<file path="src/hw/pfm_pkg.sv">
/*
 * pfm_pkg: constants shared by the pin function block.
 * assumes: pins are flattened low to high as AD, E, J, M, P, S, T.
 */
package pfm_pkg;
    // pin counts and offsets into the flattened pin vector
    localparam int NAD = 10;
    localparam int NP8 = 8;
    localparam int NS = 4;
    localparam int OFF_AD = 0;
    localparam int OFF_E = 10;
    localparam int OFF_J = 18;
    localparam int OFF_M = 26;
    localparam int OFF_P = 34;
    localparam int OFF_S = 42;
    localparam int OFF_T = 46;
    localparam int NPIN = 54;
    // bit positions inside each port, then modulator and timer channel counts
    localparam int E_DBLCLK = 7;
    localparam int E_BUSCLK = 4;
    localparam int E_IRQ = 1;
    localparam int E_NMI = 0;
    localparam int M_SCK = 5;
    localparam int M_MOSI = 4;
    localparam int M_SS = 3;
    localparam int M_MISO = 2;
    localparam int M_CANTX = 1;
    localparam int M_CANRX = 0;
    localparam int S_TX = 1;
    localparam int S_RX = 0;
    localparam int T_API = 5;
    localparam int NPWM = 6;
    localparam int NTIM = 8;
    // pins that may act as keypad wakeup inputs
    localparam logic [7:0] KEY_J_MASK = 8'hc7;
    localparam logic [7:0] KEY_P_MASK = 8'hbf;
    // port T pins that also carry a modulator output
    localparam logic [7:0] T_PWM_MASK = 8'h31;
    // reset values and the normal mode value
    localparam logic MODE_RESET = 1'h1;
    localparam logic MODE_NORMAL = 1'h1;
    localparam logic CLK_INTERNAL = 1'h0;
    localparam logic [3:0] PRESCALE_RESET = 4'h1;
    typedef enum logic [1:0] {
        TSEL_GPIO = 2'b00,
        TSEL_TIMER = 2'b01,
        TSEL_PWM = 2'b10,
        TSEL_API = 2'b11
    } pfm_tsel_e;
endpackage

</file>
<file path="src/hw/pfm_pin_mux.sv">
/*
 * pfm_pin_mux: pin function logic of a small microcontroller; port muxing,
 * reset pin, mode capture, debug line, interrupt pins and keypad wakeup.
 * assumes: the core supplies general-purpose port settings and peripheral
 * signals on ref_clk; pin wires are resolved from the enables outside.
 */
`timescale 1ns/100ps
module pfm_pin_mux #(
    parameter int PW = 4
) (
    input wire logic ref_clk,
    input wire logic nrst,
    input wire logic reset_pin_in,
    output logic reset_pin_out,
    output logic reset_pin_oe,
    input wire logic int_reset_req,
    output logic chip_reset_n,
    input wire logic debug_line_in,
    output logic debug_line_out,
    output logic debug_line_oe,
    output logic debug_pullup_en,
    input wire logic bdm_drive_low,
    output logic mode_capture_bit,
    output logic bdm_active,
    input wire logic osc_select,
    output logic clk_source_osc,
    input wire logic [pfm_pkg::NAD-1:0] ad_pin_in,
    output logic [pfm_pkg::NAD-1:0] ad_pin_out,
    output logic [pfm_pkg::NAD-1:0] ad_pin_oe,
    input wire logic [pfm_pkg::NAD-1:0] ad_gpio_out,
    input wire logic [pfm_pkg::NAD-1:0] ad_gpio_oe,
    output logic [pfm_pkg::NAD-1:0] ad_gpio_in,
    output logic [pfm_pkg::NAD-1:0] converter_analog_inputs,
    input wire logic [pfm_pkg::NP8-1:0] e_pin_in,
    output logic [pfm_pkg::NP8-1:0] e_pin_out,
    output logic [pfm_pkg::NP8-1:0] e_pin_oe,
    input wire logic [pfm_pkg::NP8-1:0] e_gpio_out,
    input wire logic [pfm_pkg::NP8-1:0] e_gpio_oe,
    output logic [pfm_pkg::NP8-1:0] e_gpio_in,
    input wire logic port_e_bit7_pullup_req,
    output logic port_e_pullup_en,
    input wire logic [pfm_pkg::NP8-1:0] j_pin_in,
    output logic [pfm_pkg::NP8-1:0] j_pin_out,
    output logic [pfm_pkg::NP8-1:0] j_pin_oe,
    input wire logic [pfm_pkg::NP8-1:0] j_gpio_out,
    input wire logic [pfm_pkg::NP8-1:0] j_gpio_oe,
    output logic [pfm_pkg::NP8-1:0] j_gpio_in,
    input wire logic [pfm_pkg::NP8-1:0] m_pin_in,
    output logic [pfm_pkg::NP8-1:0] m_pin_out,
    output logic [pfm_pkg::NP8-1:0] m_pin_oe,
    input wire logic [pfm_pkg::NP8-1:0] m_gpio_out,
    input wire logic [pfm_pkg::NP8-1:0] m_gpio_oe,
    output logic [pfm_pkg::NP8-1:0] m_gpio_in,
    input wire logic [pfm_pkg::NP8-1:0] p_pin_in,
    output logic [pfm_pkg::NP8-1:0] p_pin_out,
    output logic [pfm_pkg::NP8-1:0] p_pin_oe,
    input wire logic [pfm_pkg::NP8-1:0] p_gpio_out,
    input wire logic [pfm_pkg::NP8-1:0] p_gpio_oe,
    output logic [pfm_pkg::NP8-1:0] p_gpio_in,
    input wire logic [pfm_pkg::NS-1:0] s_pin_in,
    output logic [pfm_pkg::NS-1:0] s_pin_out,
    output logic [pfm_pkg::NS-1:0] s_pin_oe,
    input wire logic [pfm_pkg::NS-1:0] s_gpio_out,
    input wire logic [pfm_pkg::NS-1:0] s_gpio_oe,
    output logic [pfm_pkg::NS-1:0] s_gpio_in,
    input wire logic [pfm_pkg::NP8-1:0] t_pin_in,
    output logic [pfm_pkg::NP8-1:0] t_pin_out,
    output logic [pfm_pkg::NP8-1:0] t_pin_oe,
    input wire logic [pfm_pkg::NP8-1:0] t_gpio_out,
    input wire logic [pfm_pkg::NP8-1:0] t_gpio_oe,
    output logic [pfm_pkg::NP8-1:0] t_gpio_in,
    input wire logic bus_clk_en,
    input wire logic dbl_clk_en,
    input wire logic [PW-1:0] bus_clk_prescale,
    output logic bus_clock_out,
    output logic double_bus_clock_out,
    input wire logic irq_enable,
    input wire logic stop_request,
    input wire logic stop_active,
    input wire logic wait_active,
    output logic irq_request,
    output logic nmi_request,
    output logic stop_enter_ok,
    output logic wake_pulse,
    input wire logic [pfm_pkg::NP8-1:0] keypad_j_enable,
    input wire logic [pfm_pkg::NP8-1:0] keypad_p_enable,
    output logic [pfm_pkg::NP8-1:0] keypad_wake_j,
    output logic [pfm_pkg::NP8-1:0] keypad_wake_p,
    input wire logic spi_en,
    input wire logic spi_master,
    input wire logic spi_ss_out_en,
    input wire logic spi_sck_out,
    input wire logic spi_mosi_out,
    input wire logic spi_miso_out,
    input wire logic spi_ss_out,
    output logic spi_sck_in,
    output logic spi_mosi_in,
    output logic spi_miso_in,
    output logic spi_ss_in,
    input wire logic can_en,
    input wire logic can_tx_pin,
    output logic can_rx_pin,
    input wire logic serial_en,
    input wire logic serial_tx,
    output logic serial_rx,
    input wire logic [pfm_pkg::NPWM-1:0] pwm_p_en,
    input wire logic [pfm_pkg::NPWM-1:0] pwm_out,
    input wire logic [2*pfm_pkg::NTIM-1:0] t_sel,
    input wire logic [pfm_pkg::NTIM-1:0] timer_out,
    input wire logic [pfm_pkg::NTIM-1:0] timer_oe,
    output logic [pfm_pkg::NTIM-1:0] timer_in,
    input wire logic periodic_int_ext_clock
);
    import pfm_pkg::*;

    initial begin
        if (PW < 1 || PW > 16) begin
            $error("pfm_pin_mux: PW must lie in 1..16");
        end
    end

    logic [NPIN-1:0] raw_in, gpio_out_flat, gpio_oe_flat;
    logic [NPIN-1:0] p_en, p_out, p_oe;
    logic [NPIN-1:0] next_pin_out, next_pin_oe, pin_out, pin_oe;
    logic [NPIN-1:0] s1, s2, next_s1, next_s2;
    logic rst_s1, rst_s2, dbg_s1, dbg_s2, rst_prev;
    logic next_rst_s1, next_rst_s2, next_dbg_s1, next_dbg_s2, next_rst_prev;
    logic next_mode, next_chip_rst_n, next_rst_drive, next_osc, next_pullup;
    logic rst_drive;
    logic [PW-1:0] cnt, next_cnt;
    logic bus_clk, dbl_clk, next_bus_clk, next_dbl_clk;
    logic [NP8-1:0] kj_prev, kp_prev, next_kj_prev, next_kp_prev;
    logic [NP8-1:0] next_kw_j, next_kw_p;
    logic next_wake;

    assign raw_in = {t_pin_in, s_pin_in, p_pin_in, m_pin_in, j_pin_in, e_pin_in, ad_pin_in};
    assign gpio_out_flat = {t_gpio_out, s_gpio_out, p_gpio_out, m_gpio_out, j_gpio_out,
                            e_gpio_out, ad_gpio_out};
    assign gpio_oe_flat = {t_gpio_oe, s_gpio_oe, p_gpio_oe, m_gpio_oe, j_gpio_oe,
                           e_gpio_oe, ad_gpio_oe};

    // two-stage synchronisers; only s2 is read by logic
    always_comb begin
        next_s1 = raw_in;
        next_s2 = s1;
        next_rst_s1 = reset_pin_in;
        next_rst_s2 = rst_s1;
        next_dbg_s1 = debug_line_in;
        next_dbg_s2 = dbg_s1;
    end

    always_ff @(posedge ref_clk) begin
        if (!nrst) begin
            // pins idle high; zeros here would raise a false interrupt request
            s1 <= '1;
            s2 <= '1;
            rst_s1 <= 1'b0;
            rst_s2 <= 1'b0;
            dbg_s1 <= 1'b0;
            dbg_s2 <= 1'b0;
        end else begin
            s1 <= next_s1;
            s2 <= next_s2;
            rst_s1 <= next_rst_s1;
            rst_s2 <= next_rst_s2;
            dbg_s1 <= next_dbg_s1;
            dbg_s2 <= next_dbg_s2;
        end
    end

    // reset pin, mode capture, clock source, port E bit7 pull-up
    always_comb begin
        next_rst_prev = rst_s2;
        next_chip_rst_n = rst_s2 & ~rst_drive;
        next_rst_drive = int_reset_req;
        next_mode = mode_capture_bit;
        if (rst_s2 && !rst_prev) begin
            next_mode = dbg_s2;
        end
        // oscillator only after software selects it; any reset falls back
        next_osc = chip_reset_n ? (clk_source_osc | osc_select) : CLK_INTERNAL;
        next_pullup = ~chip_reset_n | port_e_bit7_pullup_req;
    end

    always_ff @(posedge ref_clk) begin
        if (!nrst) begin
            rst_prev <= 1'b0;
            chip_reset_n <= 1'b0;
            rst_drive <= 1'b0;
            mode_capture_bit <= MODE_RESET;
            clk_source_osc <= CLK_INTERNAL;
            port_e_pullup_en <= 1'b1;
        end else begin
            rst_prev <= next_rst_prev;
            chip_reset_n <= next_chip_rst_n;
            rst_drive <= next_rst_drive;
            mode_capture_bit <= next_mode;
            clk_source_osc <= next_osc;
            port_e_pullup_en <= next_pullup;
        end
    end

    assign reset_pin_out = 1'b0;
    assign reset_pin_oe = rst_drive;
    assign bdm_active = (mode_capture_bit != MODE_NORMAL);
    assign debug_line_out = 1'b0;
    // driven low only, and never while the pin is a mode strap
    assign debug_line_oe = bdm_drive_low & chip_reset_n;
    assign debug_pullup_en = 1'b1;

    // bus clock divider; the doubled clock is exact only for prescale one
    always_comb begin
        next_dbl_clk = ~dbl_clk;
        if (cnt >= bus_clk_prescale) begin
            next_cnt = '0;
            next_bus_clk = ~bus_clk;
        end else begin
            next_cnt = cnt + PW'(1);
            next_bus_clk = bus_clk;
        end
    end

    always_ff @(posedge ref_clk) begin
        if (!nrst) begin
            cnt <= '0;
            bus_clk <= 1'b0;
            dbl_clk <= 1'b0;
        end else begin
            cnt <= next_cnt;
            bus_clk <= next_bus_clk;
            dbl_clk <= next_dbl_clk;
        end
    end

    assign bus_clock_out = bus_clk;
    assign double_bus_clock_out = dbl_clk;

    // peripheral override selection
    always_comb begin
        p_en = '0;
        p_out = '0;
        p_oe = '0;
        p_en[OFF_E+E_DBLCLK] = dbl_clk_en;
        p_out[OFF_E+E_DBLCLK] = dbl_clk;
        p_oe[OFF_E+E_DBLCLK] = 1'b1;
        p_en[OFF_E+E_BUSCLK] = bus_clk_en;
        p_out[OFF_E+E_BUSCLK] = bus_clk;
        p_oe[OFF_E+E_BUSCLK] = 1'b1;
        // interrupt pins are forced to inputs whatever the port says
        p_en[OFF_E+E_IRQ] = 1'b1;
        p_en[OFF_E+E_NMI] = 1'b1;
        if (spi_en) begin
            p_en[OFF_M+M_SCK] = 1'b1;
            p_out[OFF_M+M_SCK] = spi_sck_out;
            p_oe[OFF_M+M_SCK] = spi_master;
            p_en[OFF_M+M_MOSI] = 1'b1;
            p_out[OFF_M+M_MOSI] = spi_mosi_out;
            p_oe[OFF_M+M_MOSI] = spi_master;
            p_en[OFF_M+M_MISO] = 1'b1;
            p_out[OFF_M+M_MISO] = spi_miso_out;
            p_oe[OFF_M+M_MISO] = ~spi_master;
            p_en[OFF_M+M_SS] = 1'b1;
            p_out[OFF_M+M_SS] = spi_ss_out;
            p_oe[OFF_M+M_SS] = spi_master & spi_ss_out_en;
        end
        if (can_en) begin
            p_en[OFF_M+M_CANTX] = 1'b1;
            p_out[OFF_M+M_CANTX] = can_tx_pin;
            p_oe[OFF_M+M_CANTX] = 1'b1;
            p_en[OFF_M+M_CANRX] = 1'b1;
        end
        if (serial_en) begin
            p_en[OFF_S+S_TX] = 1'b1;
            p_out[OFF_S+S_TX] = serial_tx;
            p_oe[OFF_S+S_TX] = 1'b1;
            p_en[OFF_S+S_RX] = 1'b1;
        end
        for (int i = 0; i < NPWM; i++) begin
            if (pwm_p_en[i]) begin
                p_en[OFF_P+i] = 1'b1;
                p_out[OFF_P+i] = pwm_out[i];
                p_oe[OFF_P+i] = 1'b1;
            end
        end
        for (int i = 0; i < NTIM; i++) begin
            case (pfm_tsel_e'(t_sel[2*i +: 2]))
                TSEL_TIMER: begin
                    p_en[OFF_T+i] = 1'b1;
                    p_out[OFF_T+i] = timer_out[i];
                    p_oe[OFF_T+i] = timer_oe[i];
                end
                TSEL_PWM: begin
                    // pins without a modulator output stay general purpose
                    p_en[OFF_T+i] = T_PWM_MASK[i];
                    p_out[OFF_T+i] = pwm_out[i % NPWM];
                    p_oe[OFF_T+i] = 1'b1;
                end
                TSEL_API: begin
                    p_en[OFF_T+i] = (i == T_API);
                    p_out[OFF_T+i] = periodic_int_ext_clock;
                    p_oe[OFF_T+i] = 1'b1;
                end
                default: begin
                    p_en[OFF_T+i] = 1'b0;
                end
            endcase
        end
    end

    for (genvar g = 0; g < NPIN; g++) begin : g_pin
        // pins float as inputs while the chip is held in reset
        assign next_pin_out[g] = p_en[g] ? p_out[g] : gpio_out_flat[g];
        assign next_pin_oe[g] = chip_reset_n & (p_en[g] ? p_oe[g] : gpio_oe_flat[g]);
    end

    // keypad edge detect and interrupt wakeup
    always_comb begin
        next_kj_prev = s2[OFF_J +: NP8];
        next_kp_prev = s2[OFF_P +: NP8];
        next_kw_j = keypad_j_enable & KEY_J_MASK & kj_prev & ~s2[OFF_J +: NP8];
        next_kw_p = keypad_p_enable & KEY_P_MASK & kp_prev & ~s2[OFF_P +: NP8];
        next_wake = (stop_active | wait_active) & (irq_request | nmi_request);
    end

    always_ff @(posedge ref_clk) begin
        if (!nrst) begin
            pin_out <= '0;
            pin_oe <= '0;
            kj_prev <= '1;
            kp_prev <= '1;
            keypad_wake_j <= '0;
            keypad_wake_p <= '0;
            wake_pulse <= 1'b0;
        end else begin
            pin_out <= next_pin_out;
            pin_oe <= next_pin_oe;
            kj_prev <= next_kj_prev;
            kp_prev <= next_kp_prev;
            keypad_wake_j <= next_kw_j;
            keypad_wake_p <= next_kw_p;
            wake_pulse <= next_wake;
        end
    end

    assign nmi_request = ~s2[OFF_E+E_NMI];
    assign irq_request = irq_enable & ~s2[OFF_E+E_IRQ];
    assign stop_enter_ok = stop_request & ~nmi_request;

    assign {t_pin_out, s_pin_out, p_pin_out, m_pin_out, j_pin_out, e_pin_out, ad_pin_out} = pin_out;
    assign {t_pin_oe, s_pin_oe, p_pin_oe, m_pin_oe, j_pin_oe, e_pin_oe, ad_pin_oe} = pin_oe;
    assign {t_gpio_in, s_gpio_in, p_gpio_in, m_gpio_in, j_gpio_in, e_gpio_in, ad_gpio_in} = s2;
    // analog path is a plain route; the converter does its own sampling
    assign converter_analog_inputs = ad_pin_in;
    assign spi_sck_in = s2[OFF_M+M_SCK];
    assign spi_mosi_in = s2[OFF_M+M_MOSI];
    assign spi_miso_in = s2[OFF_M+M_MISO];
    assign spi_ss_in = s2[OFF_M+M_SS];
    assign can_rx_pin = s2[OFF_M+M_CANRX];
    assign serial_rx = s2[OFF_S+S_RX];
    assign timer_in = s2[OFF_T +: NTIM];
endmodule

</file>
<file path="config.mk">
export PLATFORM = sky130hd
export DESIGN_NAME = pfm_pin_mux
export DESIGN_NICKNAME = d
export VERILOG_FILES = /design/src/hw/pfm_pkg.sv /design/src/hw/pfm_pin_mux.sv
export SDC_FILE = /design/constraint.sdc
export NUM_CORES = 1
export LEC_CHECK = 0
export ABC_AREA = 0
export BUFFER_PORTS_ARGS = -buffer_cell sky130_fd_sc_hd__buf_2
export CAP_MARGIN = 20
export CORE_AREA = 2 2 185 187
export CTS_CLUSTER_DIAMETER = 40
export CTS_CLUSTER_SIZE = 30
export DETAILED_ROUTE_END_ITERATION = 6
export DIE_AREA = 0 0 187 189
export GPL_ROUTABILITY_DRIVEN = 0
export PLACE_DENSITY = 0.56
export SLEW_MARGIN = 20
export SYNTH_ARGS = -nofsm -noshare
export SYNTH_HDL_FRONTEND = slang
export SYNTH_SLANG_ARGS = --single-unit
</file>
<file path="constraint.sdc">
create_clock -name ref_clk -period 1.9 [get_ports ref_clk]
set_input_delay 0.19 -clock ref_clk [delete_from_list [all_inputs] [get_ports ref_clk]]
set_output_delay 0.19 -clock ref_clk [all_outputs]
set_load 0.03 [all_outputs]
</file>
==> flow_metrics.py <==
metrics = {
    "pwr": {
        "seqPwrFrac_pct": 39.2,
        "clockPowerShare_pct": 49.6,
        "p_per_area_nw_per_um2": 1020,
        "worst_ir_drop_vdd_mv": 1.10,
        "power.switching_mw": 3.61,
        "p_int_mw": 10.6,
        "leakage_nw": 6.72,
        "switching_share_pct": 25.4,
        "power_frac_comb_pct": 11.1,
    },
    "cts": {
        "cts_made_buffers": 37,
        "clk_pin_slew_worst_paths_ns": 0.05,
        "cts_tree": "yes",
        "cts_htree_levels": 2,
        "cts_root_buf": "clkbuf_16",
        "cts_buffer_depth": 3,
        "cts_sinks": 253,
        "clkLatencyLatePin_ns": 0.52,
    },
    "grt": {
        "grt_pass1_vias": 7497,
        "grtUsageTotal_pct": 13.4,
        "grt_antenna_before_repair": 1,
        "grt_max_degree": 45,
        "overflow": 0,
        "grt_pass1_wl_um": 38100,
    },
    "sta": {
        "slew_violations": 0,
        "skew_ns": 0.0214,
        "max_clock_freq_mhz": 554,
        "layout_min_cycle_time_ns": 1.81,
        "setup_violations": 0,
        "setup_tns_ns": 0,
        "period_share_pct": 95.1,
        "grt_setup_unrepaired": "false",
        "hold_viol": 0,
        "worst_slack_ns": 0.0936,
    },
    "layout": {
        "nets": 1619,
        "drive_gt1_share_pct": 38.8,
        "layout_common_cells": "buf_2 (449), dfxtp_1 (252), dlygate4sd3_1 (215)",
        "area_growth_syn_to_layout_pct": 77.7,
        "fin_cells": 1832,
        "fill_cells": 3127,
        "final_common_cell": "buf_2",
        "final_util_pct": 41.8,
    },
    "min_path": {
        "worst_hold_path_type": "in2reg",
    },
    "synthesis": {
        "yosysWarningCount": 0,
        "seq_area_frac_synth_pct": 64.7,
        "synth_cells": 691,
        "synth-seq-cells": 253,
        "synth_edf_count": 0,
        "async_reset_ff_share_pct": 0,
        "syn_avg_cell_area_um2": 11.3,
        "synth_ff_type": "dfxtp_1",
        "ys_types": 35,
        "synth.cell_area_um2": 7830,
    },
    "floorplanning": {
        "die_h_um": 189,
        "fp.dieArea_um2": 35300,
        "rows": 67,
        "die-width_um": 187,
        "coreArea_um2": 33300,
        "initial_core_util_pct": 23.5,
        "ioPinCount": 470,
    },
    "worst_setup_path": {
        "worstSetupStartpointType": "input pin",
        "worstPathArrival_ns": 2.25,
        "worstPathRequired_ns": 2.34,
        "critPathMaxStageDelay_ns": 0.56,
        "slowest_stage": "dlygate4sd3_1",
        "crit_chain": "dlygate4sd3_1 > clkbuf_8 > buf_12 > buf_12 > o221a_2 > dlygate4sd3_1",
        "worstSetupEndpointType": "register",
        "critPathKind": "in2reg",
        "cp_max_fo": 44,
        "r2r_slack_ns": 0.23,
    },
    "status": {
        "status": "finished, final reports clean",
    },
    "placement": {
        "place_ws_ns": 0.404,
        "portBuffers": 450,
        "hpwlAfterDp_um": 16400,
        "place_inst": 1548,
    },
    "detailed_routing": {
        "wl_per_cell_um": 13.4,
        "vias": 6997,
        "drc": 0,
        "drtIter0Drc": 132,
        "wl_um": 24600,
        "drt_first_pass_iters": 4,
        "viasPerCell": 3.82,
        "ant_nets": 0,
    },
    "run": {
        "cap_violations": 0,
    },
}
[through the flow]
| stage | power (mW) | area [µm²] | hold WS [ns] |
|---|---|---|---|
| final | 14.2 | 13900 | 0.0308 |
| after global routing | 14.8 | 13900 | 0.0402 |
| after CTS | 14.4 | 13900 | 0.00260 |
| after detailed placement | 6.92 | 10400 | 0.373 |
| after global placement | 6.91 | 10400 | 0.371 |
| after floorplan | 6.43 | 7860 | 0.262 |
[worst max-delay path: cells and delay by family]
kind	cells	cell delay [ns]
buf+inv	5	1.83
compound gates	1	0.18
[cells in the mapped netlist, types with 2 or more instances]
cell type	instances	area share, %
a211oi_1	3	0.29
a21oi_1	7	0.45
a222oi_1	2	0.26
and2_1	37	3.0
and3_1	28	2.2
buf_2	18	1.2
buf_4	36	3.5
clkbuf_1	5	0.24
clkbuf_2	5	0.32
conb_1	2	0.096
dfxtp_1	253	65
ha_1	13	2.1
inv_1	14	0.67
mux2i_1	26	3.3
nand2_1	17	0.81
nand2b_1	125	10
nand3_1	2	0.13
nor2_1	47	2.3
nor2b_1	30	2.4
nor3_1	4	0.26
nor3b_1	2	0.19
o21ai_1	2	0.13
[worst paths after layout]
kind / startpoint / end / depth (start not counted)
max: nrst / wake_pulse / 6
min: pwm_out[1] / pin_out[35] / 3
max reg2reg: chip_reset_n / pin_oe[42] / 4
min reg2reg: next_s2[46] / s2[46] / 1
[layout make-up]
cell class,count,area [µm²],share of cell area (%)
clock buffers,40,937,6.74
inverters,14,52.6,0.378
well taps,448,561,4.03
flip-flops and latches,253,5070,36.4
diodes,1,2.50,0.0180
clock inverters,28,385,2.77
multi-input cells,369,2340,16.8
repair buffers,679,4570,32.8
[power groups by stage]
stage / combinational (mW) / sequential (mW) / clock, mW
detailed placement: 1.22 / 5.70 / 0
global placement: 1.21 / 5.70 / 0
CTS: 1.58 / 5.59 / 7.27
global route: 1.70 / 5.60 / 7.51
finish: 1.59 / 5.59 / 7.06
floorplan: 0.470 / 5.96 / 0
[cells by family (layout without fill, tap and decap cells)]
logic type,Yosys count,count (layout),synth area share [%]
AND/OR/NAND/NOR,297,297,21.8
flip-flops,253,253,64.7
buffers and inverters,78,761,5.83
multiplexers,27,27,3.61
AO/OA/AOI/OAI,19,19,1.71
adder cells (fa/ha/maj),13,13,2.08
other,2,12,0.0959
XOR/XNOR,2,2,0.224
[what timing repair did]
item	4_1_cts	5_1_grt
pin swaps	0	0
resized for setup	1	1
setup buffers	0	0
gates cloned	0	0
hold buffers	215	0
endpoints found under the hold margin	176	0
setup endpoints to repair	1	1
[sequential cells by signal, summed over array words and instances, names as in the netlist, 4 cells and up]
register and count:
kj_prev 5, cnt 4, kp_prev 7, s2 54, keypad_wake_j 5, keypad_wake_p 7
pin_out 52, next_s2 54, pin_oe 52
[per-layer routing]
metal | part of all wire [%] | up-vias | GRT usage [%]
li1 | - | 3463 | -
met1 | 38 | 3155 | 13.9
met2 | 50 | 315 | 24.3
met3 | 8.1 | 64 | 4.62
met4 | 3.9 | 0 | 6.38
met5 | 0 | - | 0
Note: power is estimated with default switching activity, not from simulation.
